**src/dme_pkg.sv**
```systemverilog
// Purpose: shared constants and types of the DSP engine datapath
// Assumes: 40-bit accumulators, 16-bit data words, AXI4-Lite registers
// Notes: offsets are byte addresses of 32-bit words
package dme_pkg;
	localparam int ACC_W = 40;
	localparam int WORD_W = 16;
	localparam int ADDR_W = 8;
	localparam int CTRL_W = 10;
	localparam int STAT_W = 6;
	// Register offsets
	localparam logic [7:0] REG_CTRL = 8'h00;
	localparam logic [7:0] REG_STAT = 8'h04;
	localparam logic [7:0] REG_ACCUMULATOR_A_LO = 8'h08;
	localparam logic [7:0] REG_ACCUMULATOR_A_HI = 8'h0C;
	localparam logic [7:0] REG_ACCUMULATOR_B_LO = 8'h10;
	localparam logic [7:0] REG_ACCUMULATOR_B_HI = 8'h14;
	localparam logic [7:0] REG_WREG13 = 8'h18;
	localparam logic [7:0] REG_WB_WORD = 8'h1C;
	// Control fields
	localparam int CB_UNSIGNED = 0;
	localparam int CB_INT = 1;
	localparam int CB_RND_CONV = 2;
	localparam int CB_SAT_A = 3;
	localparam int CB_SAT_B = 4;
	localparam int CB_SAT_DW = 5;
	localparam int CB_SAT_WIDE = 6;
	localparam int CB_TRAP_A = 7;
	localparam int CB_TRAP_B = 8;
	localparam int CB_TRAP_CAT = 9;
	localparam logic [9:0] CTRL_RST = 10'h000;
	// Status fields
	localparam int SB_GUARD_A = 0;
	localparam int SB_GUARD_B = 1;
	localparam int SB_SAT_A = 2;
	localparam int SB_SAT_B = 3;
	localparam int SB_GUARD_ANY = 4;
	localparam int SB_SAT_ANY = 5;
	// Saturation values
	localparam logic [39:0] SAT9_POS = 40'h7F_FFFF_FFFF;
	localparam logic [39:0] SAT9_NEG = 40'h80_0000_0000;
	localparam logic [39:0] SAT1_POS = 40'h00_7FFF_FFFF;
	localparam logic [39:0] SAT1_NEG = 40'hFF_8000_0000;
	localparam logic [15:0] RND_HALF = 16'h8000;
	localparam logic [15:0] WORD_MAX = 16'h7FFF;
	localparam logic [15:0] WORD_MIN = 16'h8000;
	localparam logic [15:0] WB_STEP = 16'h0002;
	localparam logic [1:0] RESP_OK = 2'h0;
	localparam logic [1:0] RESP_ERR = 2'h2;
	typedef enum logic [3:0] {
		op_none, op_clear, multiply_op, neg_multiply_op,
		square_op, mult_accumulate_op, mult_subtract_op,
		square_acc_op, diff_square_op, diff_square_acc_op,
		acc_add_op, acc_sub_op, acc_negate_op, load_acc_op,
		int_multiply_op, prefetch_store_op
	} dme_op_t;
	typedef enum logic [1:0] {wb_none, wb_direct, wb_postinc} dme_wb_t;
endpackage

```
**src/dme_engine.sv**
```systemverilog
// Purpose: DSP engine datapath with two 40-bit accumulators
// Assumes: one operation per cycle from the decoder, AXI4-Lite registers
// Notes: Notes on behaviour listed below
// Notes on behaviour
// - Accumulator add, subtract and negate need no memory operand.
// - Multiplier operands widened to 17 bits, zero or sign filled.
// - 33-bit product sign-extended to 40 bits before the adder.
// - Scaler gives 1.31 fractional or 32-bit integer product.
// - Fractional 16x16 multiply yields a 1.31 product.
// - Integer multiply: byte gives 16 bits, word gives 32 bits.
// - Selected accumulator is adder source and destination.
// - Add and load operands pass the barrel shifter first.
// - Adder side forcible to zero; true or complemented other side.
// - Guard flag set when bits 32..39 differ after adder use.
// - Guard flags follow only the latest operation on that accumulator.
// - Guard flag with its trap enable requests an arithmetic trap.
// - Saturation flags set by hardware, cleared only by software.
// - Saturation off: flag records bit 39 overflow, optional trap.
// - Status shows OR of guard flags and OR of saturation flags.
// - Saturation decided from sum, overflows, enables and width.
// - Wide mode: bit 39 overflow loads 9.31 limit, sets flag.
// - Normal mode: bit 31 overflow loads 1.31 limit, sets flag.
// - Normal saturation active: guard flags never set.
// - Catastrophic mode wraps, sets sticky flag, traps if enabled.
// - Clear, multiply-accumulate, multiply-subtract and prefetch-store ops may write back other accumulator rounded high.
// - Direct write-back puts rounded word into working register 13.
// - Indirect write-back stores at register 13, then adds 2.
// - Conventional adds bit 15; convergent ties use bit 16.
// - Data write saturation clamps to 0x7FFF or 0x8000.
`timescale 1ns/1ps
module dme_engine import dme_pkg::*; (
	// Clock and reset
	input wire logic aclk,
	input wire logic aresetn,
	// AXI4-Lite write
	input wire logic [7:0] awaddr,
	input wire logic [2:0] awprot,
	input wire logic awvalid,
	output logic awready,
	input wire logic [31:0] wdata,
	input wire logic [3:0] wstrb,
	input wire logic wvalid,
	output logic wready,
	output logic [1:0] bresp,
	output logic bvalid,
	input wire logic bready,
	// AXI4-Lite read
	input wire logic [7:0] araddr,
	input wire logic [2:0] arprot,
	input wire logic arvalid,
	output logic arready,
	output logic [31:0] rdata,
	output logic [1:0] rresp,
	output logic rvalid,
	input wire logic rready,
	// Operation from decoder
	input wire logic op_valid,
	input wire dme_op_t op_code,
	input wire logic op_acc_sel,
	input wire logic [15:0] op_x,
	input wire logic [15:0] op_y,
	input wire logic [4:0] op_shift,
	input wire logic op_byte,
	input wire dme_wb_t op_wb_mode,
	// Results
	output logic wb_valid,
	output logic [15:0] wb_addr,
	output logic [15:0] wb_data,
	output logic imul_valid,
	output logic [31:0] imul_result,
	output logic arith_trap_req
);

	logic [9:0] ctrl_ff;
	logic [39:0] acc_ff [2];
	logic [1:0] guard_ff;
	logic [1:0] sat_ff;
	logic [15:0] wreg13_ff;
	logic [15:0] wb_word_ff;
	logic aw_hold_ff, w_hold_ff, bvalid_ff, rvalid_ff;
	logic [7:0] aw_addr_ff;
	logic [31:0] w_data_ff;
	logic [3:0] w_strb_ff;
	logic [1:0] bresp_ff, rresp_ff;
	logic [31:0] rdata_ff;
	logic wb_valid_ff, imul_valid_ff;
	logic [15:0] wb_addr_ff, wb_data_ff;
	logic [31:0] imul_ff;

	logic fire, uses_adder, zero_a, sub_sel, diff_op, sq_op, wb_ok;
	logic [15:0] diff, mx, my, wb_word;
	logic [32:0] prod;
	logic [31:0] int_prod;
	logic [39:0] cur, other, prod40, shin, shout, opnd_a, opnd_b, beff, sum;
	logic [4:0] sh_amt;
	logic ovf39, ovf31, guard_bad, sat_on, sat_wide;
	logic [39:0] nxt_acc;
	logic nxt_guard, set_sat;
	logic wr_go;
	logic [31:0] wmask, wr_val, rd_val;
	logic [1:0] clr_sat;
	logic rd_hit, wr_hit;

	assign fire = op_valid && op_code != op_none;
	assign uses_adder = fire && op_code != int_multiply_op
		&& op_code != prefetch_store_op;
	assign diff_op = op_code == diff_square_op
		|| op_code == diff_square_acc_op;
	assign sq_op = op_code == square_op || op_code == square_acc_op;
	assign diff = op_x - op_y;
	assign mx = diff_op ? diff : op_x;
	assign my = (diff_op || sq_op) ? mx : op_y;

	dme_mult u_mult (
		.mx(mx),
		.my(my),
		.is_unsigned(ctrl_ff[CB_UNSIGNED]),
		.int_mode(ctrl_ff[CB_INT] || op_code == int_multiply_op),
		.byte_mode(op_byte),
		.prod(prod),
		.int_prod(int_prod)
	);

	assign cur = acc_ff[op_acc_sel];
	assign other = acc_ff[!op_acc_sel];
	assign prod40 = {{7{prod[32]}}, prod};

	// barrel shifter on add and load data
	assign shin = op_code == load_acc_op ?
		{{8{op_x[15]}}, op_x, 16'h0000} : other;
	assign sh_amt = op_shift[4] ? 5'(-op_shift) : op_shift;
	assign shout = op_shift[4] ? shin << sh_amt :
		40'($signed(shin) >>> sh_amt);

	always_comb begin
		zero_a = 1'b0;
		sub_sel = 1'b0;
		opnd_b = prod40;
		unique case (op_code)
			op_clear: begin
				zero_a = 1'b1;
				opnd_b = '0;
			end
			multiply_op, square_op, diff_square_op: zero_a = 1'b1;
			neg_multiply_op: begin
				zero_a = 1'b1;
				sub_sel = 1'b1;
			end
			mult_subtract_op: sub_sel = 1'b1;
			acc_add_op: opnd_b = shout;
			acc_sub_op: begin
				opnd_b = other;
				sub_sel = 1'b1;
			end
			acc_negate_op: begin
				zero_a = 1'b1;
				opnd_b = cur;
				sub_sel = 1'b1;
			end
			load_acc_op: begin
				zero_a = 1'b1;
				opnd_b = shout;
			end
			default: opnd_b = prod40;
		endcase
	end

	// zero side and true or complement side
	assign opnd_a = zero_a ? '0 : cur;
	assign beff = sub_sel ? ~opnd_b : opnd_b;
	assign sum = opnd_a + beff + {39'h0, sub_sel};
	assign ovf39 = opnd_a[39] == beff[39] && sum[39] != opnd_a[39];
	assign ovf31 = sum[39:31] != {9{sum[31]}};
	// guard bits 32..39 not all equal
	assign guard_bad = sum[39:32] != {8{sum[39]}};

	assign sat_on = op_acc_sel ? ctrl_ff[CB_SAT_B] : ctrl_ff[CB_SAT_A];
	assign sat_wide = ctrl_ff[CB_SAT_WIDE];

	always_comb begin
		nxt_acc = sum;
		set_sat = 1'b0;
		nxt_guard = guard_bad;
		if (sat_on && sat_wide) begin
			if (ovf39) begin
				nxt_acc = sum[39] ? SAT9_POS : SAT9_NEG;
				set_sat = 1'b1;
				nxt_guard = 1'b1;
			end
		end else if (sat_on) begin
			nxt_guard = 1'b0;
			if (ovf39 || ovf31) begin
				nxt_acc = (ovf39 ? !sum[39] : sum[39]) ? SAT1_NEG : SAT1_POS;
				set_sat = 1'b1;
			end
		end else begin
			// wrap and record bit 39 overflow
			set_sat = ovf39;
		end
	end

	assign wb_ok = fire && op_wb_mode != wb_none && (op_code == op_clear
		|| op_code == mult_accumulate_op || op_code == mult_subtract_op
		|| op_code == prefetch_store_op);

	dme_round u_round (
		.acc(other),
		.rnd_conv(ctrl_ff[CB_RND_CONV]),
		.sat_en(ctrl_ff[CB_SAT_DW]),
		.word(wb_word)
	);

	// Bus write decode
	assign wr_go = aw_hold_ff && w_hold_ff && !bvalid_ff;
	assign wmask = {{8{w_strb_ff[3]}}, {8{w_strb_ff[2]}},
		{8{w_strb_ff[1]}}, {8{w_strb_ff[0]}}};
	assign wr_val = w_data_ff & wmask;
	assign wr_hit = aw_addr_ff == REG_CTRL || aw_addr_ff == REG_STAT
		|| aw_addr_ff == REG_WREG13;
	assign clr_sat[0] = wr_go && aw_addr_ff == REG_STAT
		&& (wr_val[SB_SAT_A] || wr_val[SB_SAT_ANY]);
	assign clr_sat[1] = wr_go && aw_addr_ff == REG_STAT
		&& (wr_val[SB_SAT_B] || wr_val[SB_SAT_ANY]);

	// accumulators and flags, one clock edge per operation
	for (genvar i = 0; i < 2; i++) begin : g_acc
		logic hit;
		assign hit = uses_adder && op_acc_sel == 1'(i);
		always_ff @(posedge aclk) begin
			if (!aresetn) begin
				acc_ff[i] <= '0;
				guard_ff[i] <= 1'b0;
			end else if (hit) begin
				acc_ff[i] <= nxt_acc;
				guard_ff[i] <= nxt_guard;
			end
		end
		always_ff @(posedge aclk) begin
			if (!aresetn) begin
				sat_ff[i] <= 1'b0;
			end else if (hit && set_sat) begin
				sat_ff[i] <= 1'b1;
			end else if (clr_sat[i]) begin
				sat_ff[i] <= 1'b0;
			end
		end
	end

	assign arith_trap_req = (guard_ff[0] && ctrl_ff[CB_TRAP_A])
		|| (guard_ff[1] && ctrl_ff[CB_TRAP_B])
		|| (ctrl_ff[CB_TRAP_CAT] && ((sat_ff[0] && !ctrl_ff[CB_SAT_A])
		|| (sat_ff[1] && !ctrl_ff[CB_SAT_B])));

	always_ff @(posedge aclk) begin
		if (!aresetn) begin
			ctrl_ff <= CTRL_RST;
		end else if (wr_go && aw_addr_ff == REG_CTRL) begin
			ctrl_ff <= (ctrl_ff & ~wmask[9:0]) | wr_val[9:0];
		end
	end

	// write-back to register 13 or memory
	always_ff @(posedge aclk) begin
		if (!aresetn) begin
			wreg13_ff <= '0;
			wb_word_ff <= '0;
			wb_valid_ff <= 1'b0;
			wb_addr_ff <= '0;
			wb_data_ff <= '0;
		end else begin
			wb_valid_ff <= wb_ok && op_wb_mode == wb_postinc;
			if (wb_ok) begin
				wb_word_ff <= wb_word;
			end
			if (wb_ok && op_wb_mode == wb_direct) begin
				wreg13_ff <= wb_word;
			end else if (wb_ok && op_wb_mode == wb_postinc) begin
				wb_addr_ff <= wreg13_ff;
				wb_data_ff <= wb_word;
				wreg13_ff <= wreg13_ff + WB_STEP;
			end else if (wr_go && aw_addr_ff == REG_WREG13) begin
				wreg13_ff <= (wreg13_ff & ~wmask[15:0]) | wr_val[15:0];
			end
		end
	end

	always_ff @(posedge aclk) begin
		if (!aresetn) begin
			imul_valid_ff <= 1'b0;
			imul_ff <= '0;
		end else begin
			imul_valid_ff <= fire && op_code == int_multiply_op;
			if (fire && op_code == int_multiply_op) begin
				imul_ff <= int_prod;
			end
		end
	end

	// Write channel
	always_ff @(posedge aclk) begin
		if (!aresetn) begin
			aw_hold_ff <= 1'b0;
			w_hold_ff <= 1'b0;
			bvalid_ff <= 1'b0;
			bresp_ff <= RESP_OK;
			aw_addr_ff <= '0;
			w_data_ff <= '0;
			w_strb_ff <= '0;
		end else begin
			if (awvalid && awready) begin
				aw_hold_ff <= 1'b1;
				aw_addr_ff <= awaddr;
			end
			if (wvalid && wready) begin
				w_hold_ff <= 1'b1;
				w_data_ff <= wdata;
				w_strb_ff <= wstrb;
			end
			if (wr_go) begin
				aw_hold_ff <= 1'b0;
				w_hold_ff <= 1'b0;
				bvalid_ff <= 1'b1;
				bresp_ff <= wr_hit ? RESP_OK : RESP_ERR;
			end else if (bvalid_ff && bready) begin
				bvalid_ff <= 1'b0;
			end
		end
	end

	always_comb begin
		rd_hit = 1'b1;
		rd_val = '0;
		unique case (araddr)
			REG_CTRL: rd_val = {22'h0, ctrl_ff};
			REG_STAT: rd_val = {26'h0, |sat_ff, |guard_ff, sat_ff, guard_ff};
			REG_ACCUMULATOR_A_LO: rd_val = acc_ff[0][31:0];
			REG_ACCUMULATOR_A_HI: rd_val = {24'h0, acc_ff[0][39:32]};
			REG_ACCUMULATOR_B_LO: rd_val = acc_ff[1][31:0];
			REG_ACCUMULATOR_B_HI: rd_val = {24'h0, acc_ff[1][39:32]};
			REG_WREG13: rd_val = {16'h0, wreg13_ff};
			REG_WB_WORD: rd_val = {16'h0, wb_word_ff};
			default: rd_hit = 1'b0;
		endcase
	end

	// Read channel
	always_ff @(posedge aclk) begin
		if (!aresetn) begin
			rvalid_ff <= 1'b0;
			rdata_ff <= '0;
			rresp_ff <= RESP_OK;
		end else if (arvalid && arready) begin
			rvalid_ff <= 1'b1;
			rdata_ff <= rd_val;
			rresp_ff <= rd_hit ? RESP_OK : RESP_ERR;
		end else if (rvalid_ff && rready) begin
			rvalid_ff <= 1'b0;
		end
	end

	assign awready = !aw_hold_ff && !bvalid_ff;
	assign wready = !w_hold_ff && !bvalid_ff;
	assign bvalid = bvalid_ff;
	assign bresp = bresp_ff;
	assign arready = !rvalid_ff;
	assign rvalid = rvalid_ff;
	assign rdata = rdata_ff;
	assign rresp = rresp_ff;
	assign wb_valid = wb_valid_ff;
	assign wb_addr = wb_addr_ff;
	assign wb_data = wb_data_ff;
	assign imul_valid = imul_valid_ff;
	assign imul_result = imul_ff;

	logic fire_a;
	assign fire_a = uses_adder && !op_acc_sel;
endmodule // dme_engine

```
**src/dme_mult.sv**
```systemverilog
// Purpose: 17x17 multiplier with fractional or integer scaler
// Assumes: combinational, result used in the same cycle
// Notes: byte products are unsigned 8x8
`timescale 1ns/1ps
module dme_mult import dme_pkg::*; (
	// Operands
	input wire logic [15:0] mx,
	input wire logic [15:0] my,
	// Modes
	input wire logic is_unsigned,
	input wire logic int_mode,
	input wire logic byte_mode,
	// Results
	output logic [32:0] prod,
	output logic [31:0] int_prod
);
	logic signed [16:0] ex;
	logic signed [16:0] ey;
	logic signed [33:0] raw;
	logic [15:0] bprod;
	assign ex = {is_unsigned ? 1'b0 : mx[15], mx};
	assign ey = {is_unsigned ? 1'b0 : my[15], my};
	assign raw = ex * ey;
	assign prod = int_mode ? raw[32:0] : {raw[31:0], 1'b0};
	assign bprod = mx[7:0] * my[7:0];
	assign int_prod = byte_mode ? {16'h0000, bprod} : raw[31:0];
endmodule // dme_mult

```
**src/dme_round.sv**
```systemverilog
// Purpose: round accumulator high word and saturate data writes
// Assumes: combinational
// Notes: sign taken from accumulator bit 39
`timescale 1ns/1ps
module dme_round import dme_pkg::*; (
	// Source
	input wire logic [39:0] acc,
	// Modes
	input wire logic rnd_conv,
	input wire logic sat_en,
	// Result
	output logic [15:0] word
);
	logic inc;
	logic [24:0] hi;
	logic pos_big;
	logic neg_big;
	assign inc = (acc[15:0] == RND_HALF && !rnd_conv) ? acc[16] : acc[15];
	assign hi = {acc[39], acc[39:16]} + {24'h000000, inc};
	// data write saturation, sign from bit 39
	assign pos_big = !acc[39] && hi[24:15] != 10'h000;
	assign neg_big = acc[39] && hi[24] && hi[23:15] != 9'h1FF;
	assign word = !sat_en ? hi[15:0] :
		pos_big ? WORD_MAX : neg_big ? WORD_MIN : hi[15:0];
endmodule // dme_round
```
**config.mk**
```make
export PLATFORM = sky130hd
export DESIGN_NAME = dme_engine
export DESIGN_NICKNAME = d
export VERILOG_FILES = /design/src/dme_pkg.sv /design/src/dme_engine.sv /design/src/dme_mult.sv /design/src/dme_round.sv
export SDC_FILE = /design/constraint.sdc
export NUM_CORES = 2
export LEC_CHECK = 0
export ABC_AREA = 1
export ABC_CLOCK_PERIOD_IN_PS = 14000
export BUFFER_PORTS_ARGS = -buffer_cell sky130_fd_sc_hd__buf_2
export CORE_MARGIN = 3
export CORE_UTILIZATION = 65
export CTS_BUF_LIST = sky130_fd_sc_hd__clkbuf_8
export DETAILED_ROUTE_END_ITERATION = 7
export PLACE_DENSITY = 0.89
export SYNTH_ARGS = -nofsm -noshare
export SYNTH_HDL_FRONTEND = slang
export SYNTH_SLANG_ARGS = --single-unit
```
**constraint.sdc**
```tcl
create_clock -name aclk -period 14 [get_ports aclk]
set_input_delay 0.7 -clock aclk [delete_from_list [all_inputs] [get_ports aclk]]
set_output_delay 0.7 -clock aclk [all_outputs]
set_load 0.01 [all_outputs]
```
==> reports/results.txt <==
Post-CTS timing repair inserted 0 buffers for setup. Max-slew violation count: 0. TritonCTS built the clock tree. The proportion of netlist area held by the largest area contributor was 0.183; the number of diodes added for antenna fixing was 0. The detail route stage leaves a number of antenna-violating nets equal to 0.

The number of vias per cell is 6.21. For the pin with the worst max-slew slack, the measured transition is 1150 ps. Setup repair after global routing left no endpoint under its margin. The footprint of the flip-flops and latches was 5930 um^2. The kind of cell with the highest combined delay along the critical path is adder cells. By startpoint and endpoint, the worst setup path is classified as input port to register. The insertion delay of the later-clocked pin in the worst-skew pair came out at 660 ps. The post-synthesis cell area was 34,300 um^2. The number of buffers on the longest clock path came out at 3. For the pin count of the biggest net entering global routing, the log shows 85. The number of synthesized register bits is 256, and the unique cell type count in the Yosys netlist is 74. The post-detailed-route wirelength per cell works out to 22.5 um. The fraction of registers with async set or reset after synthesis is 0.

Setup violations remaining at the end of the flow were counted as 0. Slowest stage cell on the critical path: fa_1. Between clock sinks in the finished design, the worst skew comes to 46.1 ps. The area inside the core boundary was 51,700 um^2; the final-report hold violation count was 0. 219 I/O pins were placed.

The die span in y was 236 um. The delay contributed by the slowest stage of the critical path works out to 540 ps. In this run the tool buffered the top-level ports with 192 buffer cells. At the end of routability-driven placement, the weighted congestion stood at 1.09.

The CTS root buffer is clkbuf_8. After routing, the total negative slack on setup checks comes to 0 ps. Gates resized during post-CTS repair numbered 0. The tools report the remaining global-route overflow as 0. The core occupancy in the finished layout was 0.713; the final-layout fill cell count was 4,335. The run gives 13,080 ps as the arrival time reported for the critical path endpoint. Number of rows in the core area: 83. The routed design uses 17,600 um of met3 wire. After detailed routing, the wire length on met1 is 47,700 um. Counting instances in the post-synthesis netlist gives the leading cell types as nand2_1, inv_1, nor2_1. The number of buffers created by CTS is 43, and the number of standard cells in the final layout excluding fillers is 5,898. Leading cell type by number of instances after synthesis: nand2_1. The clock-pin slew reported for the worst setup and hold paths after clock tree synthesis works out to 70 ps. The combined global-route utilization of all metal layers is 0.466, and the post-synthesis cell count is 5,061. From left edge to right edge, the die measures 236 um.

Including well taps, the total number of placed cells is 5,822. Setup slack on the critical path of the routed design comes to 1270 ps. The fraction of layout cells with a size suffix above 1 was 0.0880. Relative to the synthesized area, the layout overhead comes to 7.62%. The logs give 55,500 um^2 for the die area and 3 for the number of antenna violations at the first check in global routing. The number of global-route vias before repair was 34,700. For this block, the routed nets add up to 133,000 um of wire. The worst path needs 12,730 ps of the cycle, external delays included.

Wire segments on met2 add up to 56,100 um in the final route. The checks that failed: design-rule violations. The effective utilization at floorplan came out at 0.663. The tools report the max-cap check violation count as 0. For the required time at the endpoint of the critical path, the log shows 14,340 ps. The min-delay analysis places its worst path in the category input port to register.

The total DRC errors in the routed layout was 1. The tools report the area taken by multi-input logic gates as 24,300 um^2. Ranked by total cell area, the synthesized netlist is headed by fa_1, nand2_1, dfxtp_1. Uppermost layer routed: met5. In this run, post-CTS hold repair placed 0 buffers.

For this run, the detailed router's first-pass iteration total came to 8. For this run, the leading register cell type out of synthesis is dfxtp_1. The critical path startpoint category was an input port. At the end of the flow, the number of nets in the layout was 5,783.

For the HPWL after detailed placement, the log shows 105,000 um. Clock sink count: 256. The logs give 1030 ps for the post-placement worst setup slack and 0.230 for the max-slew headroom at the worst pin. The flow ran to the end, but the final reports show violations. Counting flops with a built-in enable in the synthesized netlist gives 80.

The H-tree was split into 2 levels. In this run the worst path has a maximum fanout of 12. Type of destination of the critical path: a register. The part of the Yosys area used for sequential elements was 0.173; the timing-limited maximum frequency was 78.5 MHz. The via count of the routed design is 36,600.

Worst path buffer plus inverter count: 12. By instance count, the cell type seen most on the critical path is nand2_1. For this block, the initial DRC count from the detailed router was 5,046.

The fraction of the cycle the final worst path needs came out at 0.910. Each instance of the synthesized netlist takes up on average 6.77 um^2. The Yosys step of the flow raised 0 warnings. Library cell with the largest summed area after synthesis: fa_1. The first global-routing pass estimated 200,000 um of wire.
## cells by family (layout without fill, tap and decap cells)
| kind of cell | Yosys count | in the layout | share of synthesized area |
|---|---|---|---|
| and+or+nand+nor | 2004 | 2004 | 0.239 |
| AOI/OAI and AO/OA | 1109 | 1109 | 0.185 |
| buffers and inverters | 1059 | 1215 | 0.119 |
| adders and majority gates | 485 | 485 | 0.246 |
| DFF | 256 | 256 | 0.173 |
| xor gates and xnor gates | 136 | 136 | 0.0352 |
| muxes | 11 | 11 | 0.00321 |
| other | 1 | 2 | 0.000109 |
## per-layer routing
layer,vias up,global-route usage
li1,16500,-
met1,16900,0.595
met4,4,0.314
met5,-,0
met3,605,0.125
met2,2552,0.694
## cell usage in the layout (no fill, tap or decap), types with 46 or more instances in the layout
cell,Yosys,final
o21ai_1,52,55
a31oi_1,46,46
a21oi_1,305,305
dfxtp_1,176,176
o22ai_1,56,56
ha_1,172,172
buf_2,12,191
o21ai_0,441,435
nor2_1,460,458
buf_4,7,111
edfxtp_1,80,80
xor2_1,94,94
clkbuf_8,0,48
nand3_1,197,197
inv_1,798,812
nand2_1,1219,1219
fa_1,313,313
## final timing paths
check	from	to	slack, ps	cells past startpoint
max	op_x[0]	acc_ff[1][24]	1270	64
max reg2reg	register	acc_ff[1][24]	3250	47
min	bready	bvalid	270	2
min reg2reg	rdata[16]	rdata[16]	460	2
## registers in the layout, summed over array words and instances (netlist names), named ones only
signal       cells
wb_data         16
acc_ff          80
w_hold_ff        1
rdata           32
imul_result     32
w_data_ff       16
sat_ff           2
bvalid           1
wb_word_ff      16
rresp            1
guard_ff         2
bresp            1
wb_valid         1
imul_valid       1
w_strb_ff        2
aw_addr_ff       8
aw_hold_ff       1
rvalid           1
wb_addr         16
wreg13_ff        1
## through the flow
step / area (um^2) / hold WS (ps)
after floorplan: 34300 / 439
after global placement: 36100 / 450
after detailed placement: 36100 / 453
after CTS: 36900 / 266
after global routing: 36900 / 301
final: 36900 / 270
## final cells by class
| class | count | share of cell area |
|---|---|---|
| flip-flops and latches | 256 | 0.161 |
| well taps | 680 | 0.0231 |
| clock buffers | 48 | 0.0179 |
| clock inverters | 28 | 0.00454 |
| repair buffers | 303 | 0.0490 |
| inverters | 836 | 0.0851 |
| multi-input cells | 3747 | 0.660 |
Power is not shown: default switching activity piles up to over one toggle a cycle in this logic, so the estimate is an artifact.
